### config.mk
export PLATFORM = sky130hd
export DESIGN_NAME = uel_core
export DESIGN_NICKNAME = d
export VERILOG_FILES = /design/src/uel_core.v
export VERILOG_INCLUDE_DIRS = /design/src
export SDC_FILE = /design/constraint.sdc
export NUM_CORES = 1
export LEC_CHECK = 0
export BUFFER_PORTS_ARGS = -buffer_cell sky130_fd_sc_hd__buf_4
export CAP_MARGIN = 20
export CELL_PAD_IN_SITES_DETAIL_PLACEMENT = 0
export CELL_PAD_IN_SITES_GLOBAL_PLACEMENT = 1
export CORE_ASPECT_RATIO = 0.8
export CORE_MARGIN = 4
export CORE_UTILIZATION = 39
export CTS_CLUSTER_SIZE = 14
export DETAILED_ROUTE_END_ITERATION = 7
export HOLD_SLACK_MARGIN = 0.05
export PLACE_DENSITY_LB_ADDON = 0.1
export SYNTH_ARGS = -nofsm -noshare
export SYNTH_HDL_FRONTEND = slang
export SYNTH_SLANG_ARGS = --single-unit
### constraint.sdc
create_clock -name clk -period 4.1 [get_ports clk]
set_input_delay 0.615 -clock clk [delete_from_list [all_inputs] [get_ports clk]]
set_output_delay 0.615 -clock clk [all_outputs]
set_load 0.01 [all_outputs]
### src/uel_map.vh
// register map, field positions and timing constants of the usb line logic
`ifndef UEL_MAP_VH
`define UEL_MAP_VH
// ------------------------------------------------------------
// register offsets
// ------------------------------------------------------------
`define UEL_OFS_IRQ_STAT  12'hf62
`define UEL_OFS_ERR_STAT  12'hf63
`define UEL_OFS_IRQ_EN    12'hf36
`define UEL_OFS_ERR_EN    12'hf37
`define UEL_OFS_CTRL      12'hf6d
// ------------------------------------------------------------
// field positions
// ------------------------------------------------------------
`define UEL_BIT_PID       0
`define UEL_BIT_CRC5      1
`define UEL_BIT_CRC16     2
`define UEL_BIT_DFN8      3
`define UEL_BIT_BTO       4
`define UEL_BIT_STUFF     7
`define UEL_ERR_IMPL      8'h9f
`define UEL_BIT_SUMMARY   1
`define UEL_BIT_IDLE      4
`define UEL_IRQ_IMPL      8'h12
`define UEL_BIT_USB_EN    0
`define UEL_BIT_PULLUP    1
`define UEL_CTRL_IMPL     8'h03
// ------------------------------------------------------------
// reset values
// ------------------------------------------------------------
`define UEL_RST_REG       8'h00
`define UEL_RST_CRC16     16'hffff
`define UEL_RST_CRC5      5'h1f
// ------------------------------------------------------------
// crc and timing constants
// ------------------------------------------------------------
`define UEL_POLY16        16'ha001
`define UEL_POLY5         5'h14
`define UEL_RES16         16'hb001
`define UEL_RES5          5'h06
`define UEL_STUFF_RUN     3'h6
`define UEL_CLK_MHZ       10
`define UEL_IDLE_US       3000
`define UEL_IDLE_CYC      16'h7530
`endif

### src/uel_core.v
// usb error enable, error flags, idle detect and serial line coding
//
// Added by the designer: the plain strobed port.
`timescale 1ns/1ns
`include "uel_map.vh"
module uel_core #(
  parameter [15:0] IDLE_CYCLES = `UEL_IDLE_CYC
) (
  input  wire        clk,
  input  wire        rst,
  input  wire        ce,
  input  wire [11:0] reg_addr,
  input  wire [7:0]  reg_wdata,
  input  wire        reg_wr,
  input  wire        reg_rd,
  output reg  [7:0]  reg_rdata,
  output wire        irq,
  input  wire        tx_en,
  input  wire        tx_sop,
  input  wire        tx_valid,
  input  wire        tx_bit,
  output wire        tx_ready,
  output reg         tx_line_q,
  output wire        tx_line_oe,
  output wire [15:0] tx_crc16,
  input  wire        rx_sop,
  input  wire        rx_tick,
  input  wire        rx_line,
  input  wire        rx_eop,
  input  wire        rx_is_token,
  output reg         rx_bit_valid_q,
  output reg         rx_bit_q,
  input  wire        err_pid,
  input  wire        err_dfn8,
  input  wire        err_bto,
  output wire        usb_enable,
  output wire        pullup_en,
  output wire        usb_error_summary_flag
);

  // ----------------------------------------------------------
  // constants
  // ----------------------------------------------------------
  // mask of the error flag bits that have storage behind them
  localparam [7:0] ERR_IMPL = `UEL_ERR_IMPL;

  // ----------------------------------------------------------
  // register state
  // ----------------------------------------------------------
  // software visible registers
  reg  [7:0]  err_en_q;
  reg  [7:0]  err_stat_q;
  reg  [7:0]  irq_en_q;
  reg         idle_flag_q;
  reg  [7:0]  ctrl_q;

  // idle detect counter and its once-per-spell latch
  reg  [15:0] idle_cnt_q;
  reg         idle_done_q;

  // transmit run length and crc
  reg  [2:0]  tx_ones_q;
  reg  [15:0] tx_crc_q;

  // receive decoder history, run length and crc
  reg         rx_prev_q;
  reg  [2:0]  rx_ones_q;
  reg  [15:0] rx_crc16_q;
  reg  [4:0]  rx_crc5_q;

  // flag events, interrupt view and read mux
  wire [7:0]  err_evt;
  wire [7:0]  err_gated;
  wire [7:0]  irq_stat;
  reg  [7:0]  rd_mux;

  // register write decodes
  wire        wr_err_stat;
  wire        wr_err_en;
  wire        wr_irq_en;
  wire        wr_irq_stat;
  wire        wr_ctrl;

  // transmit stuffing request
  wire        stuff_now;

  // receive decode and error detection
  wire        rx_raw;
  wire        rx_stuffed;
  wire        rx_keep;
  wire        stuff_err;
  wire        crc16_err;
  wire        crc5_err;

  // idle detect set pulse
  wire        idle_set;

  // ----------------------------------------------------------
  // register write decodes
  // ----------------------------------------------------------
  // every decode carries ce so a frozen block ignores the bus
  assign wr_err_stat = ce & reg_wr & (reg_addr == `UEL_OFS_ERR_STAT);
  assign wr_err_en   = ce & reg_wr & (reg_addr == `UEL_OFS_ERR_EN);
  assign wr_irq_en   = ce & reg_wr & (reg_addr == `UEL_OFS_IRQ_EN);
  assign wr_irq_stat = ce & reg_wr & (reg_addr == `UEL_OFS_IRQ_STAT);
  assign wr_ctrl     = ce & reg_wr & (reg_addr == `UEL_OFS_CTRL);

  // ----------------------------------------------------------
  // error events and sticky flags
  // ----------------------------------------------------------
  assign err_evt[`UEL_BIT_PID]   = err_pid;
  assign err_evt[`UEL_BIT_CRC5]  = crc5_err;
  assign err_evt[`UEL_BIT_CRC16] = crc16_err;
  assign err_evt[`UEL_BIT_DFN8]  = err_dfn8;
  assign err_evt[`UEL_BIT_BTO]   = err_bto;
  assign err_evt[6:5]            = 2'h0;
  assign err_evt[`UEL_BIT_STUFF] = stuff_err;

  // one sticky flag per implemented bit, set beats clear
  // an event in the same cycle as a clearing write survives
  // bits without storage are held at zero
  genvar gi;
  generate
    for (gi = 0; gi < 8; gi = gi + 1) begin : g_flag
      always @(posedge clk) begin
        if (rst) begin
          err_stat_q[gi] <= 1'b0;
        end else if (ce) begin
          if (!ERR_IMPL[gi]) begin
            err_stat_q[gi] <= 1'b0;
          end else if (err_evt[gi]) begin
            err_stat_q[gi] <= 1'b1;
          end else if (wr_err_stat && !reg_wdata[gi]) begin
            err_stat_q[gi] <= 1'b0;
          end
        end
      end
    end
  endgenerate

  // summary: or of enabled flags, recomputed every cycle
  // no storage, so an enable written over a set flag shows
  // on the very next clock and software cannot touch it
  assign err_gated              = err_stat_q & err_en_q;
  assign usb_error_summary_flag = |err_gated;

  // idle on bit 4, summary on bit 1, the rest read zero
  assign irq_stat = {3'h0, idle_flag_q, 2'h0, usb_error_summary_flag, 1'b0};
  assign irq      = |(irq_stat & irq_en_q);

  // ----------------------------------------------------------
  // writable registers
  // ----------------------------------------------------------
  // written registers sit behind the ce gated decodes
  // enables and control: plain read/write, missing bits masked off
  // the error enable keeps only bits 7 and 4..0
  always @(posedge clk) begin
    if (rst) begin
      err_en_q    <= `UEL_RST_REG;
      irq_en_q    <= `UEL_RST_REG;
      ctrl_q      <= `UEL_RST_REG;
      idle_flag_q <= 1'b0;
    end else if (ce) begin
      if (wr_err_en) begin
        err_en_q <= reg_wdata & ERR_IMPL;
      end
      if (wr_irq_en) begin
        irq_en_q <= reg_wdata & `UEL_IRQ_IMPL;
      end
      if (wr_ctrl) begin
        ctrl_q <= reg_wdata & `UEL_CTRL_IMPL;
      end
      // idle flag: set wins, writing zero clears
      // writing one leaves it alone, like the error flags
      if (idle_set) begin
        idle_flag_q <= 1'b1;
      end else if (wr_irq_stat && !reg_wdata[`UEL_BIT_IDLE]) begin
        idle_flag_q <= 1'b0;
      end
    end
  end

  // ----------------------------------------------------------
  // module enable and pull-up
  // ----------------------------------------------------------
  // pull-up follows its control bit only, suspend does not drop it
  // firmware owns the attach decision, nothing here waits on vbus
  assign usb_enable = ctrl_q[`UEL_BIT_USB_EN];
  assign pullup_en  = ctrl_q[`UEL_BIT_PULLUP];

  // ----------------------------------------------------------
  // read port, data one cycle after the strobe
  // ----------------------------------------------------------
  // read mux, unmapped addresses and missing bits give zero
  // the master never waits, so the mux stays purely combinational
  always @* begin
    rd_mux = 8'h00;
    case (reg_addr)
      `UEL_OFS_ERR_EN:   rd_mux = err_en_q;
      `UEL_OFS_ERR_STAT: rd_mux = err_stat_q;
      `UEL_OFS_IRQ_EN:   rd_mux = irq_en_q;
      `UEL_OFS_IRQ_STAT: rd_mux = irq_stat;
      `UEL_OFS_CTRL:     rd_mux = ctrl_q;
      default:           rd_mux = 8'h00;
    endcase
  end

  // data register, zero outside the cycle after a read strobe
  // so a stale value never looks like a fresh answer
  always @(posedge clk) begin
    if (rst) begin
      reg_rdata <= 8'h00;
    end else if (ce) begin
      if (reg_rd) begin
        reg_rdata <= rd_mux;
      end else begin
        reg_rdata <= 8'h00;
      end
    end
  end

  // ----------------------------------------------------------
  // idle detect
  // ----------------------------------------------------------
  // counts cycles with no received bit; flags once per quiet spell
  // the count parks at its end and idle_done_q keeps the flag from repeating
  // until traffic restarts it
  // a tick in the set cycle wins over the set
  assign idle_set = ~idle_done_q & (idle_cnt_q == IDLE_CYCLES) & ~rx_tick;

  always @(posedge clk) begin
    if (rst) begin
      idle_cnt_q  <= 16'h0000;
      idle_done_q <= 1'b0;
    end else if (ce) begin
      // traffic or a disabled module restarts the count
      if (rx_tick || !usb_enable) begin
        idle_cnt_q  <= 16'h0000;
        idle_done_q <= 1'b0;
      end else if (idle_set) begin
        idle_done_q <= 1'b1;
      end else if (idle_cnt_q != IDLE_CYCLES) begin
        idle_cnt_q <= idle_cnt_q + 16'h0001;
      end
    end
  end

  // ----------------------------------------------------------
  // transmit: stuffing, nrzi, crc16
  // ----------------------------------------------------------
  // after six ones a zero is forced in, holding off the source
  // the run count survives gaps in tx_valid; tx_sop, a zero bit or a stuff bit clears it
  // crc is kept inverted-out, ready to send lsb first
  assign stuff_now  = (tx_ones_q == `UEL_STUFF_RUN);
  assign tx_ready   = tx_en & ~stuff_now;
  assign tx_line_oe = tx_en;
  assign tx_crc16   = ~tx_crc_q;

  always @(posedge clk) begin
    if (rst) begin
      tx_line_q <= 1'b1;
      tx_ones_q <= 3'h0;
      tx_crc_q  <= `UEL_RST_CRC16;
    end else if (ce) begin
      // start of packet clears the run and seeds the crc
      if (tx_sop) begin
        tx_ones_q <= 3'h0;
        tx_crc_q  <= `UEL_RST_CRC16;
      end else if (tx_en && stuff_now) begin
        // stuffed zero, source held off this cycle
        tx_line_q <= ~tx_line_q;
        tx_ones_q <= 3'h0;
      end else if (tx_en && tx_valid) begin
        // data bit taken, crc runs on data bits only
        tx_crc_q <= (tx_crc_q >> 1) ^
                    ((tx_crc_q[0] ^ tx_bit) ? `UEL_POLY16 : 16'h0000);
        if (!tx_bit) begin
          tx_line_q <= ~tx_line_q;
          tx_ones_q <= 3'h0;
        end else begin
          tx_ones_q <= tx_ones_q + 3'h1;
        end
      end
    end
  end

  // ----------------------------------------------------------
  // receive: nrzi decode, unstuff, crc check
  // ----------------------------------------------------------
  // a bit time with no change decodes as one
  // the bit after six ones must be a change, else a stuff error
  // crc residues are checked at end of packet only
  assign rx_raw     = (rx_line == rx_prev_q);
  assign rx_stuffed = (rx_ones_q == `UEL_STUFF_RUN);
  assign rx_keep    = rx_tick & ~rx_stuffed;
  assign stuff_err  = ce & rx_tick & rx_stuffed & rx_raw;
  assign crc16_err  = ce & rx_eop & ~rx_is_token &
                      (rx_crc16_q != `UEL_RES16);
  assign crc5_err   = ce & rx_eop & rx_is_token &
                      (rx_crc5_q != `UEL_RES5);

  always @(posedge clk) begin
    if (rst) begin
      rx_prev_q      <= 1'b1;
      rx_ones_q      <= 3'h0;
      rx_crc16_q     <= `UEL_RST_CRC16;
      rx_crc5_q      <= `UEL_RST_CRC5;
      rx_bit_valid_q <= 1'b0;
      rx_bit_q       <= 1'b0;
    end else if (ce) begin
      rx_bit_valid_q <= rx_keep & ~rx_sop;
      if (rx_sop) begin
        // line level before the first bit is the reference
        rx_prev_q  <= rx_line;
        rx_ones_q  <= 3'h0;
        rx_crc16_q <= `UEL_RST_CRC16;
        rx_crc5_q  <= `UEL_RST_CRC5;
      end else if (rx_tick) begin
        // one bit time: decode, then drop or keep
        rx_prev_q <= rx_line;
        if (rx_stuffed) begin
          rx_ones_q <= 3'h0; // stuffed bit dropped
        end else begin
          rx_bit_q   <= rx_raw;
          rx_ones_q  <= rx_raw ? rx_ones_q + 3'h1 : 3'h0;
          rx_crc16_q <= (rx_crc16_q >> 1) ^
                        ((rx_crc16_q[0] ^ rx_raw) ? `UEL_POLY16 : 16'h0000);
          rx_crc5_q  <= (rx_crc5_q >> 1) ^
                        ((rx_crc5_q[0] ^ rx_raw) ? `UEL_POLY5 : 5'h00);
        end
      end
    end
  end

endmodule

==> flow_metrics.py <==
metrics = {
    "status": {
        "outcome": "finished clean",
    },
    "drt": {
        "post-route-drc-count": 0,
        "via_per_inst": 5.00,
        "drt-total-wl_um": 9030,
        "ant_nets": 0,
        "drt_iter0_drc": 152,
        "vias": 3278,
        "wl_per_cell_um": 13.8,
        "first_pass_iters": 4,
    },
    "timing": {
        "period_minus_slack_ns": 2.10,
        "fmax_mhz": 477,
        "slew_viol_final": 0,
        "worst_pin_slew_ns": 0.810,
        "final-hold-violation-count": 0,
        "fin_setup_tns_ns": 0,
        "fin_skew_ns": 0.00413,
        "maxSlewHeadroom_pct": 45.9,
        "grt_setup_unrepaired": "false",
        "setup_viol": 0,
        "finalCritPeriodShare_pct": 51.2,
    },
    "grt": {
        "grt_use_total_pct": 15.1,
        "grt_pass1_wl_um": 14900,
        "grt_max_degree": 71,
        "grt_pass1_vias": 3054,
        "antenna_found_initial": 0,
        "grt_overflow": 0,
    },
    "yosys": {
        "ys_ff_latch": 87,
        "yosysTopAreaCell": "dfxtp_1",
        "synth_top_area_share_pct": 43.0,
        "async_flop_share_pct": 0,
        "synth_edf_count": 0,
        "synthCells": 462,
        "synth.yosys.seq_area_share_pct": 43.0,
        "synth_area_per_cell_um2": 8.77,
        "netlist_area_um2": 4050,
        "ys_top_cells_by_area": "dfxtp_1, nor2_1, nand2b_1",
        "yosysUniqueCellTypes": 60,
        "synth_warnings": 0,
        "yosys_most_used_dff": "dfxtp_1",
    },
    "run": {
        "cap_viol_max_count": 0,
    },
    "die": {
        "die_h_um": 99.2,
        "die_x_um": 122,
        "io_pins": 70,
        "dieArea_um2": 12100,
        "core-area_um2": 9890,
        "initial_core_util_pct": 41.0,
        "placementRows": 32,
    },
    "clocking": {
        "ctsResizeCount": 0,
        "cts_setup_buffers": 0,
        "cts_hold_buf": 0,
        "clk_pin_slew_ns": 0.06,
        "clock_latency_ns": 0.34,
        "cts_tree": "done",
        "cts.sinks": 87,
        "cts_inserted_buffers": 9,
        "clk_path_buf_depth": 2,
        "h-tree-depth": 3,
        "cts_root_buffer": "clkbuf_16",
    },
    "power_and_ir_drop": {
        "pwr-share-clk_pct": 42.3,
        "p_int_mw": 1.34,
        "power.density_nw_per_um2": 359,
        "leakage_nw": 2.07,
        "p_sw_share_pct": 22.8,
        "combPwrFrac_pct": 8.0,
        "power_switching_mw": 0.397,
        "ir_drop_uv": 217,
        "seq_power_share_pct": 49.7,
    },
    "worst_setup_path": {
        "cpMaxStageDelayCell": "nand3_1",
        "max_stage_delay_ns": 0.61,
        "end_kind": "flop",
        "cp.arrival_ns": 2.31,
        "critPathLaunchType": "flop",
        "critPathKind": "flop to flop",
        "path_cells": "inv_1 > ha_1 > a21oi_1 > nand3_1 > o22ai_1 > nand2b_1",
        "cp_data_required_time_ns": 4.32,
        "rrSetupSlack_ns": 2.00,
        "critPathMaxFanout": 20,
    },
    "finish": {
        "antenna_cells": 0,
        "nNetsFinal": 559,
        "layout-drive-gt1-share_pct": 16.7,
        "fillerInstances": 1006,
        "final_core_util_pct": 49.1,
        "synthToLayoutAreaGrowth_pct": 19.7,
    },
    "hold_path": {
        "hold_path.class": "flop to flop",
    },
    "placement": {
        "port_buffers": 65,
        "dpl.hpwl_um": 6310,
        "gp_congestion": 0.761,
    },
}
-- synthesized netlist by cell type (5+ instances only) --
cell type / number
a21oi_1: 15
mux2i_1: 13
nor2_1: 55
xnor2_1: 15
nand2_1: 28
o21bai_1: 16
nand3_1: 6
nand2b_1: 25
and3_1: 5
inv_1: 21
xor2_1: 12
o22ai_1: 19
nand4_1: 10
a22oi_1: 9
dfxtp_1: 87
a31oi_1: 5
o21ai_0: 13
nor3_1: 17
ha_1: 6
clkbuf_1: 13
-- final cells by class --
type	instances	area, um2	share of cell area, %
Clock inverter	1	5.00	0.103
Tap cell	136	170	3.51
Timing Repair Buffer	66	495	10.2
Clock buffer	14	254	5.23
Multi-Input combinational cell	331	2110	43.4
Inverter	21	78.8	1.62
Sequential cell	87	1740	35.9
-- kinds of logic after synthesis --
| group | share of synthesized area, % |
|---|---|
| simple gates | 24.8 |
| other cells | 0.0925 |
| xor+xnor | 5.83 |
| fa+ha+maj | 1.85 |
| mux | 3.21 |
| buf+inv | 5.12 |
| compound gates | 16.1 |
| flops | 43.0 |
-- routing by layer --
layer / vias to the layer above / track usage (%) / share of wire, %
met5: - / 0 / 0
met4: 0 / 4.13 / 0.96
met3: 6 / 4.95 / 4.5
met2: 47 / 21.9 / 43
met1: 1500 / 21.6 / 51
li1: 1725 / - / -
-- registers in the layout, indices dropped and copies added, names as in the netlist, 2 cells and up --
name and flops:
idle_cnt_q 16, rx_ones_q 3, reg_rdata 6, tx_crc_q 16, err_en_q 6, err_stat_q 6, tx_ones_q 3, rx_crc16_q 16
ctrl_q 2, rx_crc5_q 5, irq_en_q 2
-- worst max-delay path, delay by kind of cell, from the launching register on --
kind,cells,cell delay [ns]
AO/OA/AOI/OAI,2,0.64
adder cells (fa/ha/maj),1,0.22
buffers and inverters,1,0.05
flip-flops,1,0.36
AND/OR/NAND/NOR,2,0.70
-- per-stage QoR --
| stage | cell area [um2] | std cells | power (mW) | setup WS, ns | hold WS [ns] |
|---|---|---|---|---|---|
| finish | 4850 | 656 | 1.74 | 2.00 | 0.450 |
| detailed placement | 4590 | 640 | 1.02 | 1.69 | 0.448 |
| CTS | 4850 | 655 | 1.77 | 1.99 | 0.456 |
| floorplan | 4060 | 463 | 0.974 | 2.22 | 0.428 |
| global placement | 4590 | 640 | 1.02 | 1.76 | 0.442 |
| global route | 4850 | 656 | 1.82 | 1.72 | 0.473 |
-- worst paths after layout --
kind                start        endpoint  depth (start not counted)
max          rx_ones_q[0]  rx_crc16_q[14]                          6
min          reg_rdata[4]    reg_rdata[4]                          2
max reg2reg  rx_ones_q[0]  rx_crc16_q[14]                          6
min reg2reg  reg_rdata[4]    reg_rdata[4]                          2
-- cell usage in the layout (no fill, tap or decap), drive strengths merged, types with 15 or more instances in the layout --
master,n
a21oi,15
o22ai,19
o21ai,16
nor3,17
nand2b,25
inv,21
buf,66
nor2,55
nand2,28
dfxtp,87
xnor2,15
o21bai,16
-- power groups by stage --
stage          logic (mW)  registers, mW  clock network [mW]
2_1_floorplan      0.0909          0.883                   0
4_1_cts             0.140          0.866               0.760
6_report            0.139          0.866               0.736
3_5_place_dp        0.139          0.885                   0
3_3_place_gp        0.138          0.884                   0
5_1_grt             0.154          0.867               0.794
No activity file was read; power rests on OpenSTA's default activity.
